## config.mk

```make
export PLATFORM = sky130hd
export DESIGN_NAME = aes3_subframe_formatter
export DESIGN_NICKNAME = d
export VERILOG_FILES = /design/src/core/aes3_subframe_formatter_end.sv /design/src/core/aes3_pkg.sv /design/src/core/frame_if.sv /design/src/core/aes3_subframe_formatter.sv /design/src/core/frame_buffer.sv
export SDC_FILE = /design/constraint.sdc
export NUM_CORES = 1
export LEC_CHECK = 0
export ABC_AREA = 1
export BUFFER_PORTS_ARGS = -buffer_cell sky130_fd_sc_hd__buf_2
export CAP_MARGIN = 20
export CORE_MARGIN = 2
export CORE_UTILIZATION = 50
export CTS_BUF_LIST = sky130_fd_sc_hd__clkbuf_16
export DETAILED_ROUTE_END_ITERATION = 10
export MAX_ROUTING_LAYER = met4
export PLACE_DENSITY = 0.81
export SETUP_SLACK_MARGIN = 0.4
export SLEW_MARGIN = 40
export SYNTH_ARGS = -nofsm -noshare
export SYNTH_HDL_FRONTEND = slang
export SYNTH_SLANG_ARGS = --single-unit
```

## constraint.sdc

```tcl
create_clock -name CLOCK -period 3.1 [get_ports CLOCK]
set_input_delay 0.155 -clock CLOCK [delete_from_list [all_inputs] [get_ports CLOCK]]
set_output_delay 0.155 -clock CLOCK [all_outputs]
set_load 0.05 [all_outputs]
```

## src/core/aes3_subframe_formatter_end.sv

```systemverilog
// Spare design file; the formatter and its frame buffer live in their own.
`timescale 1ns/1ps

```

## src/core/aes3_pkg.sv

```systemverilog
// Constants, field layout and state encoding of the audio subframe formatter.
package aes3_pkg;

    // Widths of one channel entry and of a whole frame entry.
    localparam int AUDIO_W = 24;
    localparam int AUX_W = 4;
    localparam int CH_W = 31;
    localparam int FRAME_W = 62;
    localparam int DATA_W = 28;

    // Field positions inside one channel entry, and where channel B starts in a frame entry.
    localparam int F_AUX_LSB = 24;
    localparam int F_V = 28;
    localparam int F_U = 29;
    localparam int F_C = 30;
    localparam int F_CH_B_LSB = 31;

    // Word length limits and the 20-bit range boundary.
    localparam logic [4:0] LEN_MIN = 5'h10;
    localparam logic [4:0] LEN_MAX = 5'h18;
    localparam logic [4:0] LEN_MODE20 = 5'h14;

    // Preamble patterns in half-cells, sent after a low line level.
    localparam logic [7:0] PRE_X = 8'he2;
    localparam logic [7:0] PRE_Y = 8'he4;
    localparam logic [7:0] PRE_Z = 8'he8;

    // Half-cell positions inside one subframe of 64 half-cells.
    localparam logic [5:0] HC_PRE_LAST = 6'h07;
    localparam logic [5:0] HC_LAST = 6'h3f;
    localparam logic [4:0] FIRST_DATA_SLOT = 5'h04;
    localparam logic [5:0] RX_HALVES_LAST = 6'h37;

    // Frames per block and the half-cell rate divider.
    localparam logic [7:0] FRAME_LAST = 8'hbf;
    localparam logic [2:0] HALF_DIV_LAST = 3'h3;

    // Values after reset.
    localparam logic LINE_RESET = 1'b0;
    localparam logic [7:0] FRAME_RESET = 8'h00;

    // Transmit sequencer, Gray coded along idle, preamble, data.
    typedef enum logic [1:0] {
        TX_IDLE = 2'h0,
        TX_PRE = 2'h1,
        TX_DATA = 2'h3
    } tx_state_t;

endpackage

```

## src/core/frame_if.sv

```systemverilog
// Valid and ready channel that carries one frame entry between modules.
`timescale 1ns/1ps
interface frame_if;
    logic valid;
    logic ready;
    logic [aes3_pkg::FRAME_W-1:0] data;

    // The source drives valid and data; the sink drives ready.
    modport src (output valid, output data, input ready);
    modport snk (input valid, input data, output ready);
endinterface

```

## src/core/aes3_subframe_formatter.sv

```systemverilog
// Subframe framer and deframer for the two-channel serial audio link.
`timescale 1ns/1ps
module aes3_subframe_formatter (
    // Clock and synchronous active-low reset.
    input wire logic CLOCK,
    input wire logic RSTN,
    // Word length shared by both directions, 16 to 24.
    input wire logic [4:0] WORD_LEN,
    // Transmit frame source, channel A.
    input wire logic TX_VALID,
    output logic TX_READY,
    input wire logic [23:0] TX_SAMPLE_A,
    input wire logic [3:0] TX_AUX_A,
    input wire logic TX_V_A,
    input wire logic TX_U_A,
    input wire logic TX_C_A,
    // Transmit frame source, channel B.
    input wire logic [23:0] TX_SAMPLE_B,
    input wire logic [3:0] TX_AUX_B,
    input wire logic TX_V_B,
    input wire logic TX_U_B,
    input wire logic TX_C_B,
    // Transmit line and status.
    output logic TX_LINE,
    output logic TX_ACTIVE,
    output logic TX_BLOCK_START,
    // Receive line.
    input wire logic RX_LINE,
    // Received subframe.
    output logic RX_VALID,
    output logic RX_CHANNEL_B,
    output logic RX_BLOCK_START,
    output logic [23:0] RX_AUDIO,
    output logic [3:0] RX_AUX,
    output logic RX_V,
    output logic RX_U,
    output logic RX_C,
    output logic RX_PARITY_ERR
);

    frame_if fill_if ();
    frame_if drain_if ();

    logic [2:0] div_cnt;
    aes3_pkg::tx_state_t tx_state;
    aes3_pkg::tx_state_t next_tx_state;
    logic [5:0] hc;
    logic [5:0] next_hc;
    logic chan_b;
    logic next_chan_b;
    logic [7:0] frame_idx;
    logic [aes3_pkg::FRAME_W-1:0] frame;
    logic tx_line;
    logic next_line;
    logic pre_inv;
    logic block_pulse;
    logic [7:0] rx_hist;
    logic rx_busy;
    logic [5:0] rx_cnt;
    logic [27:0] rx_word;
    logic rx_is_b;
    logic rx_is_z;
    logic rx_valid;
    logic rx_chan;
    logic rx_block;
    logic [23:0] rx_audio;
    logic [3:0] rx_aux;
    logic [2:0] rx_flags;
    logic rx_perr;

    // Both channels of a frame enter the buffer together, on one rate.
    assign fill_if.valid = TX_VALID;
    assign fill_if.data = {TX_C_B, TX_U_B, TX_V_B, TX_AUX_B, TX_SAMPLE_B,
                           TX_C_A, TX_U_A, TX_V_A, TX_AUX_A, TX_SAMPLE_A};
    assign TX_READY = fill_if.ready;

    frame_buffer u_buffer (
        .clock(CLOCK),
        .rstn(RSTN),
        .fill(fill_if.snk),
        .drain(drain_if.src)
    );

    // One half-cell enable serves both directions, so they share one rate.
    wire tick = (div_cnt == aes3_pkg::HALF_DIV_LAST);

    // Half-cell rate divider.
    always_ff @(posedge CLOCK) begin
        if (!RSTN) begin
            div_cnt <= 3'h0;
        end else begin
            div_cnt <= tick ? 3'h0 : div_cnt + 3'h1;
        end
    end

    // Word length is clamped so that odd settings still give a legal map.
    wire [4:0] len_c = (WORD_LEN < aes3_pkg::LEN_MIN) ? aes3_pkg::LEN_MIN :
                       (WORD_LEN > aes3_pkg::LEN_MAX) ? aes3_pkg::LEN_MAX :
                       WORD_LEN;
    wire mode20 = (len_c <= aes3_pkg::LEN_MODE20);
    wire [4:0] sh24 = aes3_pkg::LEN_MAX - len_c;
    wire [4:0] sh20 = aes3_pkg::LEN_MODE20 - len_c;

    // Channel entry for the subframe now on the line.
    wire [aes3_pkg::CH_W-1:0] sel = chan_b ?
        frame[aes3_pkg::FRAME_W-1:aes3_pkg::F_CH_B_LSB] :
        frame[aes3_pkg::CH_W-1:0];

    // Samples are right-justified; the shift fills unused LSBs with zero.
    // Codes pass without any sign change, so positive stays positive.
    wire [23:0] s24 = sel[23:0] << sh24;
    wire [19:0] s20 = sel[19:0] << sh20;
    wire [3:0] aux = sel[aes3_pkg::F_AUX_LSB+3:aes3_pkg::F_AUX_LSB];
    wire [23:0] audio = mode20 ? {s20, aux} : s24;

    // Slots 4 to 30 then parity; the preamble takes no part in the sum.
    wire [26:0] payload = {sel[aes3_pkg::F_C],
                           sel[aes3_pkg::F_U],
                           sel[aes3_pkg::F_V],
                           audio};
    wire [27:0] slot_word = {^payload, payload};

    // Data slot index and the bit it carries.
    wire [4:0] dslot = hc[5:1] - aes3_pkg::FIRST_DATA_SLOT;
    wire tx_bit = slot_word[dslot];

    // Preamble choice: Z opens a block, X other A subframes, Y for B.
    wire [7:0] pre_pat = chan_b ? aes3_pkg::PRE_Y :
                         (frame_idx == aes3_pkg::FRAME_RESET) ?
                         aes3_pkg::PRE_Z : aes3_pkg::PRE_X;
    wire [2:0] pre_pos = 3'h7 - hc[2:0];
    wire pre_ref = (hc == 6'h00) ? tx_line : pre_inv;
    wire in_pre = (hc <= aes3_pkg::HC_PRE_LAST);
    wire sub_end = (hc == aes3_pkg::HC_LAST);

    // Frame counter wraps every block.
    wire [7:0] frame_next = (frame_idx == aes3_pkg::FRAME_LAST) ?
                            aes3_pkg::FRAME_RESET : frame_idx + 8'h01;

    // A frame is taken only at a frame boundary, so pairs never split.
    wire idle = (tx_state == aes3_pkg::TX_IDLE);
    wire load_slot = tick && (idle || (sub_end && chan_b));
    wire load = load_slot && drain_if.valid;
    wire [7:0] load_idx = idle ? frame_idx : frame_next;
    assign drain_if.ready = load_slot;

    // Line level of the half-cell emitted at the next tick.
    // The preamble follows the previous level, so it may appear inverted.
    always_comb begin
        next_line = tx_line;
        if (!idle) begin
            if (in_pre) begin
                next_line = pre_pat[pre_pos] ^ pre_ref;
            end else if (!hc[0]) begin
                next_line = ~tx_line;
            end else begin
                next_line = tx_line ^ tx_bit;
            end
        end
    end

    // Sequencer: half-cells advance in ascending slot order.
    always_comb begin
        next_tx_state = tx_state;
        next_hc = hc;
        next_chan_b = chan_b;
        unique case (tx_state)
            aes3_pkg::TX_IDLE: begin
                if (load) begin
                    next_tx_state = aes3_pkg::TX_PRE;
                    next_hc = 6'h00;
                    next_chan_b = 1'b0;
                end
            end
            aes3_pkg::TX_PRE: begin
                next_hc = hc + 6'h01;
                if (hc == aes3_pkg::HC_PRE_LAST) begin
                    next_tx_state = aes3_pkg::TX_DATA;
                end
            end
            aes3_pkg::TX_DATA: begin
                next_hc = hc + 6'h01;
                if (sub_end && !chan_b) begin
                    next_tx_state = aes3_pkg::TX_PRE;
                    next_chan_b = 1'b1;
                end else if (sub_end && load) begin
                    next_tx_state = aes3_pkg::TX_PRE;
                    next_chan_b = 1'b0;
                end else if (sub_end) begin
                    next_tx_state = aes3_pkg::TX_IDLE;
                    next_chan_b = 1'b0;
                end
            end
            default: begin
                next_tx_state = aes3_pkg::TX_IDLE;
            end
        endcase
    end

    // Transmit state registers, stepped once per half-cell.
    always_ff @(posedge CLOCK) begin
        if (!RSTN) begin
            tx_state <= aes3_pkg::TX_IDLE;
            hc <= 6'h00;
            chan_b <= 1'b0;
            tx_line <= aes3_pkg::LINE_RESET;
            pre_inv <= 1'b0;
        end else if (tick) begin
            tx_state <= next_tx_state;
            hc <= next_hc;
            chan_b <= next_chan_b;
            tx_line <= next_line;
            if (hc == 6'h00) begin
                pre_inv <= tx_line;
            end
        end
    end

    // Frame entry and block position; the index moves at each frame end.
    always_ff @(posedge CLOCK) begin
        if (!RSTN) begin
            frame <= '0;
            frame_idx <= aes3_pkg::FRAME_RESET;
            block_pulse <= 1'b0;
        end else begin
            block_pulse <= load && (load_idx == aes3_pkg::FRAME_RESET);
            if (load) begin
                frame <= drain_if.data;
            end
            if (tick && !idle && sub_end && chan_b) begin
                frame_idx <= frame_next;
            end
        end
    end

    // Transmit outputs; the block pulse lets the source align status bits.
    assign TX_LINE = tx_line;
    assign TX_ACTIVE = !idle;
    assign TX_BLOCK_START = block_pulse;

    // Receive history, newest half-cell in bit 0.
    wire [7:0] hist_next = {rx_hist[6:0], RX_LINE};
    wire is_x = (hist_next == aes3_pkg::PRE_X) ||
                (hist_next == ~aes3_pkg::PRE_X);
    wire is_y = (hist_next == aes3_pkg::PRE_Y) ||
                (hist_next == ~aes3_pkg::PRE_Y);
    wire is_z = (hist_next == aes3_pkg::PRE_Z) ||
                (hist_next == ~aes3_pkg::PRE_Z);
    // A real preamble always opens with a transition from the level before
    // it. Without this test, a block preamble sent after an idle line shows
    // an inverted X pattern three half-cells early, and the frame is lost.
    wire opens = rx_hist[7] ^ rx_hist[6];
    wire is_pre = (is_x || is_y || is_z) && opens;

    // A data slot is one when its two halves differ.
    wire rx_bit = rx_hist[0] ^ RX_LINE;
    wire [27:0] word_next = {rx_bit, rx_word[27:1]};
    wire rx_done = tick && rx_busy && (rx_cnt == aes3_pkg::RX_HALVES_LAST);

    // Hunting stops while a subframe is decoded, so data never fakes a sync.
    always_ff @(posedge CLOCK) begin
        if (!RSTN) begin
            rx_hist <= 8'h00;
            rx_busy <= 1'b0;
            rx_cnt <= 6'h00;
            rx_word <= 28'h000_0000;
            rx_is_b <= 1'b0;
            rx_is_z <= 1'b0;
        end else if (tick) begin
            rx_hist <= hist_next;
            if (!rx_busy) begin
                if (is_pre) begin
                    rx_busy <= 1'b1;
                    rx_cnt <= 6'h00;
                    rx_is_b <= is_y;
                    rx_is_z <= is_z;
                end
            end else begin
                rx_cnt <= rx_cnt + 6'h01;
                if (rx_cnt[0]) begin
                    rx_word <= word_next;
                end
                if (rx_cnt == aes3_pkg::RX_HALVES_LAST) begin
                    rx_busy <= 1'b0;
                end
            end
        end
    end

    // Received subframe fields; the receiver does not mask by word length.
    always_ff @(posedge CLOCK) begin
        if (!RSTN) begin
            rx_valid <= 1'b0;
            rx_chan <= 1'b0;
            rx_block <= 1'b0;
            rx_audio <= 24'h00_0000;
            rx_aux <= 4'h0;
            rx_flags <= 3'h0;
            rx_perr <= 1'b0;
        end else begin
            rx_valid <= rx_done;
            if (rx_done) begin
                rx_chan <= rx_is_b;
                rx_block <= rx_is_z;
                rx_audio <= mode20 ? {word_next[23:4], 4'h0} :
                            word_next[23:0];
                rx_aux <= mode20 ? word_next[3:0] : 4'h0;
                rx_flags <= word_next[26:24];
                rx_perr <= ^word_next;
            end
        end
    end

    // Receive outputs.
    assign RX_VALID = rx_valid;
    assign RX_CHANNEL_B = rx_chan;
    assign RX_BLOCK_START = rx_block;
    assign RX_AUDIO = rx_audio;
    assign RX_AUX = rx_aux;
    assign RX_V = rx_flags[0];
    assign RX_U = rx_flags[1];
    assign RX_C = rx_flags[2];
    assign RX_PARITY_ERR = rx_perr;

endmodule

```

## src/core/frame_buffer.sv

```systemverilog
// Two-entry frame buffer with valid and ready on both sides.
`timescale 1ns/1ps
module frame_buffer (
    // Clock and synchronous active-low reset.
    input wire logic clock,
    input wire logic rstn,
    // Filling side and draining side.
    frame_if.snk fill,
    frame_if.src drain
);

    logic [aes3_pkg::FRAME_W-1:0] mem [2];
    logic wr_ptr;
    logic rd_ptr;
    logic [1:0] count;
    logic [1:0] next_count;

    // Handshakes; two entries let the source run a frame ahead of the line.
    wire push = fill.valid && fill.ready;
    wire pop = drain.valid && drain.ready;
    assign fill.ready = (count != 2'h2);
    assign drain.valid = (count != 2'h0);
    assign drain.data = mem[rd_ptr];

    // Occupancy follows the two handshakes of the cycle.
    always_comb begin
        next_count = count;
        if (push && !pop) begin
            next_count = count + 2'h1;
        end else if (pop && !push) begin
            next_count = count - 2'h1;
        end
    end

    // Pointers and occupancy.
    always_ff @(posedge clock) begin
        if (!rstn) begin
            wr_ptr <= 1'b0;
            rd_ptr <= 1'b0;
            count <= 2'h0;
        end else begin
            wr_ptr <= wr_ptr ^ push;
            rd_ptr <= rd_ptr ^ pop;
            count <= next_count;
        end
    end

    // Each entry is written only when the write pointer names it.
    for (genvar i = 0; i < 2; i++) begin : g_entry
        always_ff @(posedge clock) begin
            if (!rstn) begin
                mem[i] <= '0;
            end else if (push && (wr_ptr == i)) begin
                mem[i] <= fill.data;
            end
        end
    end

endmodule

```

Word level (Yosys, flattened, before mapping)
Memories as Yosys holds them, arrays and structs flattened. A register that Yosys moved wholly into a read port is not among the register bits.
Cells that the tools add are included.
{"block": "totals", "reg_bits": 107, "mem_bits_rw": 124, "in_bits": 71, "out_inout_bits": 39, "word_cells": 167, "mem_count": 1}
{"block": "op_classes", "add_sub_neg": 10, "magnitude_cmp": 6, "n_eq_ne": 17, "shifts": 2, "n_mux": 46, "n_bitwise": 13, "reduce_logical": 48}
{"name": "u_buffer.mem", "words": 2, "word_bits": 62, "read_ports": 1, "rd_clocked_by_memory_dff": 1, "wr": 2, "line_no": "frame_buffer.sv:12", "source": "logic [aes3_pkg::FRAME_W-1:0] mem [2];"}
{"operator": "$mux W62", "count": 2}
{"operator": "$eq A8 B8 Y1 const B", "count": 4}
{"operator": "$mux W31", "count": 1}
{"operator": "$reduce_xor A28 Y1", "count": 1}
{"operator": "$reduce_xor A27 Y1", "count": 1}
{"operator": "$eq A8 B5 Y1 const B", "count": 3}
{"operator": "$mux W24", "count": 1}
{"operator": "$shl A24 B5 Y24", "count": 1}
{"operator": "$shl A20 B5 Y20", "count": 1}
{"operator": "$mux W1", "count": 19}
{"operator": "$mux W6", "count": 3}
{"operator": "$logic_and A1 B1 Y1", "count": 17}
{"operator": "$logic_not A8 Y1", "count": 2}
{"operator": "$mux W4", "count": 4}
{"operator": "$mux W8", "count": 2}
{"operator": "$mux W2", "count": 7}
{"operator": "$add A6 B1 Y6 const B", "count": 2}
{"operator": "$eq A6 B6 Y1 const B", "count": 2}
{"operator": "$pmux W6 S2", "count": 1}
{"operator": "$mux W5", "count": 2}
{"operator": "$reduce_bool A2 Y1", "count": 5}
{"operator": "$sub A5 B5 Y5 const A", "count": 2}
{"operator": "$reduce_and A3 Y1", "count": 3}
{"operator": "$add A8 B1 Y8 const B", "count": 1}
{"operator": "32 further kinds", "count": 55}

Logic depth before layout (Yosys ltp)
{"block": "logic_depth", "word_depth": 12, "ltp_mapped": 35}

Modules after synthesis
A second synthesis with hierarchy kept.
{"block": "hier_totals", "hier_cells": 1848, "area_unflattened_um2": 15155.8}
{"mod": "aes3_subframe_formatter", "instances": 1, "cells_per_inst": 1419, "area_each_um2": 9241.4, "seq_area_each_um2": 3283.1}
{"mod": "frame_buffer", "instances": 1, "cells_per_inst": 429, "area_each_um2": 5914.4, "seq_area_each_um2": 3823.7}

Worst setup path before layout
Ideal clock, no wire load.
{"block": "synth_path", "kind": "input to register", "from": "input port WORD_LEN[4]", "to": "register tx_line (netlist: TX_LINE)", "setup_ps": 131, "arrival_time_ps": 2839, "required_ps": 2969, "slack_ps": 130, "stages": 30, "path_cell_list": "buf_6 nand3_4 buf_4 ha_1 buf_2 inv_1 buf_2 buf_4 nand3_1 nand2_1 nand2_1 a21oi_1 o21bai_1 nand2_1 nand2_1 nand2_1 nand2_1 nand3_1 nand2_1 inv_2 nand2_1 nand3_1 nand2_1 nand2_1 nand2_1 nand2_1 nand3_1 nand3_1 nand2_1 a21oi_2"}
{"block": "synth_via", "elab_chain_cells": 12, "word_cells_on_any_way": 16}
{"element": "start: declaration", "line_no": "aes3_subframe_formatter.sv:8", "source": "input wire logic [4:0] WORD_LEN,"}
{"element": "$gt A5 B5 Y1", "line_no": "aes3_subframe_formatter.sv:98", "source": "(WORD_LEN > aes3_pkg::LEN_MAX) ? aes3_pkg::LEN_MAX :"}
{"element": "$mux W5", "line_no": "aes3_subframe_formatter.sv:98"}
{"element": "$mux W5 *", "line_no": "aes3_subframe_formatter.sv:97", "source": "wire [4:0] len_c = (WORD_LEN < aes3_pkg::LEN_MIN) ? aes3_pkg::LEN_MIN :"}
{"element": "$sub A5 B5 Y5, on equally long branches", "line_no": "aes3_subframe_formatter.sv:101, aes3_subframe_formatter.sv:102"}
{"element": "$shl A24 B5 Y24 or $shl A20 B5 Y20 (tied branches)", "line_no": "aes3_subframe_formatter.sv:111, aes3_subframe_formatter.sv:112"}
{"element": "$mux W24 *", "line_no": "aes3_subframe_formatter.sv:114", "source": "wire [23:0] audio = mode20 ? {s20, aux} : s24;"}
{"element": "$reduce_xor A27 Y1", "line_no": "aes3_subframe_formatter.sv:121", "source": "wire [27:0] slot_word = {^payload, payload};"}
{"element": "$bmux W1 S5 *", "line_no": "aes3_subframe_formatter.sv:125", "source": "wire tx_bit = slot_word[dslot];"}
{"element": "$mux W1 (not written as such) *", "line_no": "aes3_subframe_formatter.sv:125"}
{"element": "$xor A1 B1 Y1 *", "line_no": "aes3_subframe_formatter.sv:157", "source": "next_line = tx_line ^ tx_bit;"}
{"element": "$mux W1 *", "line_no": "aes3_subframe_formatter.sv:154", "source": "end else if (!hc[0]) begin"}
{"element": "$mux W1 *", "line_no": "aes3_subframe_formatter.sv:152", "source": "if (in_pre) begin"}
{"element": "end signal: assignment", "line_no": "aes3_subframe_formatter.sv:206", "source": "tx_line <= aes3_pkg::LINE_RESET;"}
{"element": "end signal: assignment", "line_no": "aes3_subframe_formatter.sv:212", "source": "tx_line <= next_line;"}
{"element": "end: declaration", "line_no": "aes3_subframe_formatter.sv:53", "source": "logic tx_line;"}
Every way passes the cells marked *; elsewhere a longest branch is shown, timed or not. The select of a mux whose other input is x is not followed.
A chain may end at the register's enable or synchronous reset.

Worst setup path in the final report
{"block": "layout_path", "from": "register chan_b", "to": "register tx_line (netlist: TX_LINE)"}
{"block": "layout_via", "elab_chain_cells": 9, "word_cells_on_any_way": 14}
{"element": "start: declaration", "line_no": "aes3_subframe_formatter.sv:49", "source": "logic chan_b;"}
{"element": "start signal: assignment", "line_no": "aes3_subframe_formatter.sv:211", "source": "chan_b <= next_chan_b;"}
{"element": "$mux W31", "line_no": "aes3_subframe_formatter.sv:105", "source": "wire [aes3_pkg::CH_W-1:0] sel = chan_b ?"}
{"element": "$shl A24 B5 Y24 or $shl A20 B5 Y20 (tied branches)", "line_no": "aes3_subframe_formatter.sv:111, aes3_subframe_formatter.sv:112"}
{"element": "$mux W24", "line_no": "aes3_subframe_formatter.sv:114"}
{"element": "$reduce_xor A27 Y1", "line_no": "aes3_subframe_formatter.sv:121"}
{"element": "$bmux W1 S5", "line_no": "aes3_subframe_formatter.sv:125"}
{"element": "$mux W1 (not written as such)", "line_no": "aes3_subframe_formatter.sv:125"}
{"element": "$xor A1 B1 Y1", "line_no": "aes3_subframe_formatter.sv:157"}
{"element": "$mux W1", "line_no": "aes3_subframe_formatter.sv:154"}
{"element": "$mux W1 *", "line_no": "aes3_subframe_formatter.sv:152"}
Marked as above.

==> key figures <==
Status
  • Status: completed

Floorplan
  • Core area: 28900 µm²
  • IO Count: 110
  • Std-Cell Rows: 62
  • Die ar.: 30800 µm²
  • Die Ht: 176 µm
  • Horiz. Die Dim: 176 µm
  • Starting Density: 51.0%

Setup path
  • Worst path slowest cell: dfxtp_4
  • Critical path launch point type: flip-flop
  • Crit path DAT: 3310 ps
  • Most used cell, CP: nand2_1
  • Critical path required time: 3540 ps
  • Critical path class: flip-flop to flip-flop
  • Critical Path Max Stage Delay: 420 ps
  • CP Capture Type: flip-flop
  • Crit-path max FO: 14

Drt
  • DRC Markers: 0
  • Drt first-iter violations: 1469
  • Post-Route WL: 40400 µm
  • Routed Antenna Nets: 0
  • Vias: 13700
  • Wirelength per Cell: 16.2 µm
  • Post-detailed-route via-to-cell ratio: 5.53
  • First-pass iteration count of the detailed router: 6

Timing
  • Slew headroom: 49.3%
  • Setup TNS: 0 ps
  • Least-Margin Pin Slew: 760 ps
  • Slew Viols, Final: 0
  • Final Skew: 13.7 ps
  • Setup Viol. Count Final: 0
  • Shortest period the worst path allows: 2880 ps
  • Endpoints failing hold: 0
  • RSZ-0062 raised after global routing: true
  • Final Cycle Share: 92.7%
  • Max frequency: 348 MHz

Pwr
  • Power per Cell Area: 513 nW/µm²
  • Leakage power of the design: 7.79 nW
  • Peak VDD IR: 527 µV

Placement
  • PortBufs: 109
  • Post-DP HPWL: 24500 µm
  • Global placer's final weighted congestion: 0.926

Final layout
  • Share of post-route cells with drive strength above 1: 17.6%
  • ANT cells: 0
  • NumNets Final: 2164
  • Area growth syn-to-layout: 22.0%
  • Post-layout util: 62.3%

Clock tree
  • # H-tree levels: 1
  • Clk sink count: 292
  • Worst skew pair latency: 560 ps
  • Clock buffer count from CTS: 31
  • Clk slew on worst S/H paths: 60 ps
  • CTS tree: done
  • CTS root buf: clkbuf_16
  • Max Root-Sink Buffers: 3

Global route
  • Overflow after GRT: 0
  • First-pass GRT wire length: 64700 µm
  • Vias in the first global route: 13300
  • Total GRT Usage: 26.2%
  • Largest net degree at the start of global routing: 138
  • Antenna violations before repair: 0

Logic synthesis
  • Seq/Total Area, Yosys: 48.1%
  • Synth Area per Inst: 7.66 µm²
  • YS warnings: 0
  • Asr flop ratio synth: 0%
  • Synth cell types: 48
  • Post-synth EDFFs: 124
  • Seq cells post-synth: 292
  • Mapped Nets: 2011
  • Top FF cell, synth: dfxtp_1
  • Mapped Cells: 1923
  • Post-Syn Area: 14700 µm²

Job
  • Max-Cap Viols: 0

Min path
  • Hold WC Path Type: primary input to flip-flop
## placed cells by master (no fill, tap or decap), types with 7 or more instances in the layout
master	count
a211oi_1	7
ha_1	15
xnor2_1	25
nand2_1	488
buf_12	15
buf_2	108
nand4_1	8
inv_2	14
nand3_2	46
xor2_1	10
nor2_1	184
nand3_1	124
nor3_1	9
edfxtp_1	124
o21ai_0	148
clkinv_1	11
nand2_2	60
dfxtp_1	166
a21oi_1	65
o22ai_1	7
buf_4	30
clkbuf_16	33
a31oi_1	67
inv_1	180
o211ai_1	8
dlygate4sd3_1	63
## report_power, final
group / internal [mW] / switching, mW / leakage (nW)
Combinational: 0.485 / 0.907 / 4.63
Clock: 1.95 / 1.51 / 0.492
Sequential: 4.29 / 0.0897 / 2.67
Total: 6.72 / 2.51 / 7.79
## sequential cells by signal (all words and copies together), names as in the netlist, 2 cells and up
| signal | flops |
|---|---|
| RX_AUDIO | 24 |
| RX_AUX | 4 |
| div_cnt | 3 |
| frame | 62 |
| frame_idx | 8 |
| hc | 6 |
| rx_cnt | 6 |
| rx_flags | 3 |
| rx_hist | 8 |
| rx_word | 27 |
| tx_state | 2 |
| u_buffer.count | 2 |
| u_buffer.mem | 124 |
## timing repair
action | in CTS | in global routing
pin swaps | 28 | 31
cloned | 3 | 1
gates resized for setup | 59 | 56
buffers inserted | 7 | 1
endpoints found under the setup margin | 1 | 56
hold buffers | 63 | 0
endpoints found under the hold margin | 125 | 0
## layout make-up
class                           instances  area (µm²)
Tap cell                              384         480
Sequential cell                       292        7090
Fill cell                            2373       10900
Inverter                              193         746
Clock inverter                         25         151
Clock buffer                           32         801
Multi-Input combinational cell       1335        6850
Timing Repair Buffer                  223        1850
## Yosys cell counts, types with 3 or more instances
library cell	instances	area share, %
buf_4	13	0.66
dfxtp_1	168	23
edfxtp_1	124	25
buf_1	3	0.076
and3_1	3	0.13
nand4_1	8	0.34
nand3_1	165	5.6
nor3_1	9	0.31
inv_1	178	4.5
inv_2	12	0.31
o22ai_1	7	0.30
buf_2	10	0.34
nor2_2	6	0.25
a211oi_1	7	0.36
xnor2_1	25	1.5
xor2_1	10	0.59
o21ai_0	152	5.2
a31oi_1	68	2.9
nand2_1	536	14
nand3_2	9	0.61
nor4_1	4	0.17
a21oi_1	67	2.3
o211ai_1	8	0.41
buf_6	9	0.69
nand2_2	17	0.72
ha_1	17	1.4
a21oi_2	5	0.30
nor2_1	186	4.7
clkbuf_1	68	1.7
## critical path: cells and delay by family (launching register included)
kind,cells,cell delay (ps)
buffers and inverters,5,470
flip-flops,1,420
AND/OR/NAND/NOR,25,1800
AO/OA/AOI/OAI,1,50
## path summary, 6_finish.rpt
path,to,cells after the start,startpoint,slack (ps)
hold reg to reg,div_cnt[0],1,div_cnt[0],420
setup / recovery,TX_LINE,31,chan_b,220
setup reg to reg,TX_LINE,31,chan_b,220
hold / removal,u_buffer.wr_ptr,4,RSTN,110
## per-stage QoR
stage	hold slack, ps	power [mW]	setup slack, ps	std cells	cell area, µm²
final	111	9.23	225	2484	18000
after detailed placement	419	5.65	42.0	2352	15800
after floorplan	355	5.29	398	1923	14800
after CTS	79.4	9.16	325	2482	17700
after global placement	407	5.61	85.2	2352	15800
after global routing	128	9.59	-88.1	2484	18000
## layer usage
layer | GRT usage [%] | part of all wire [%]
met3 | 2.84 | 6.9
met4 | 8.02 | 2.3
met5 | - | 0
met2 | 45.2 | 50
met1 | 32.4 | 41
## logic make-up after synthesis
logic type,share of synthesized area (%)
AOI/OAI and AO/OA,12.5
xor gates and xnor gates,2.08
adders and majority gates,1.44
buffers and inverters,8.44
DFF,48.1
muxes,0.136
and+or+nand+nor,27.3
No activity file was read; power rests on OpenSTA's default activity.
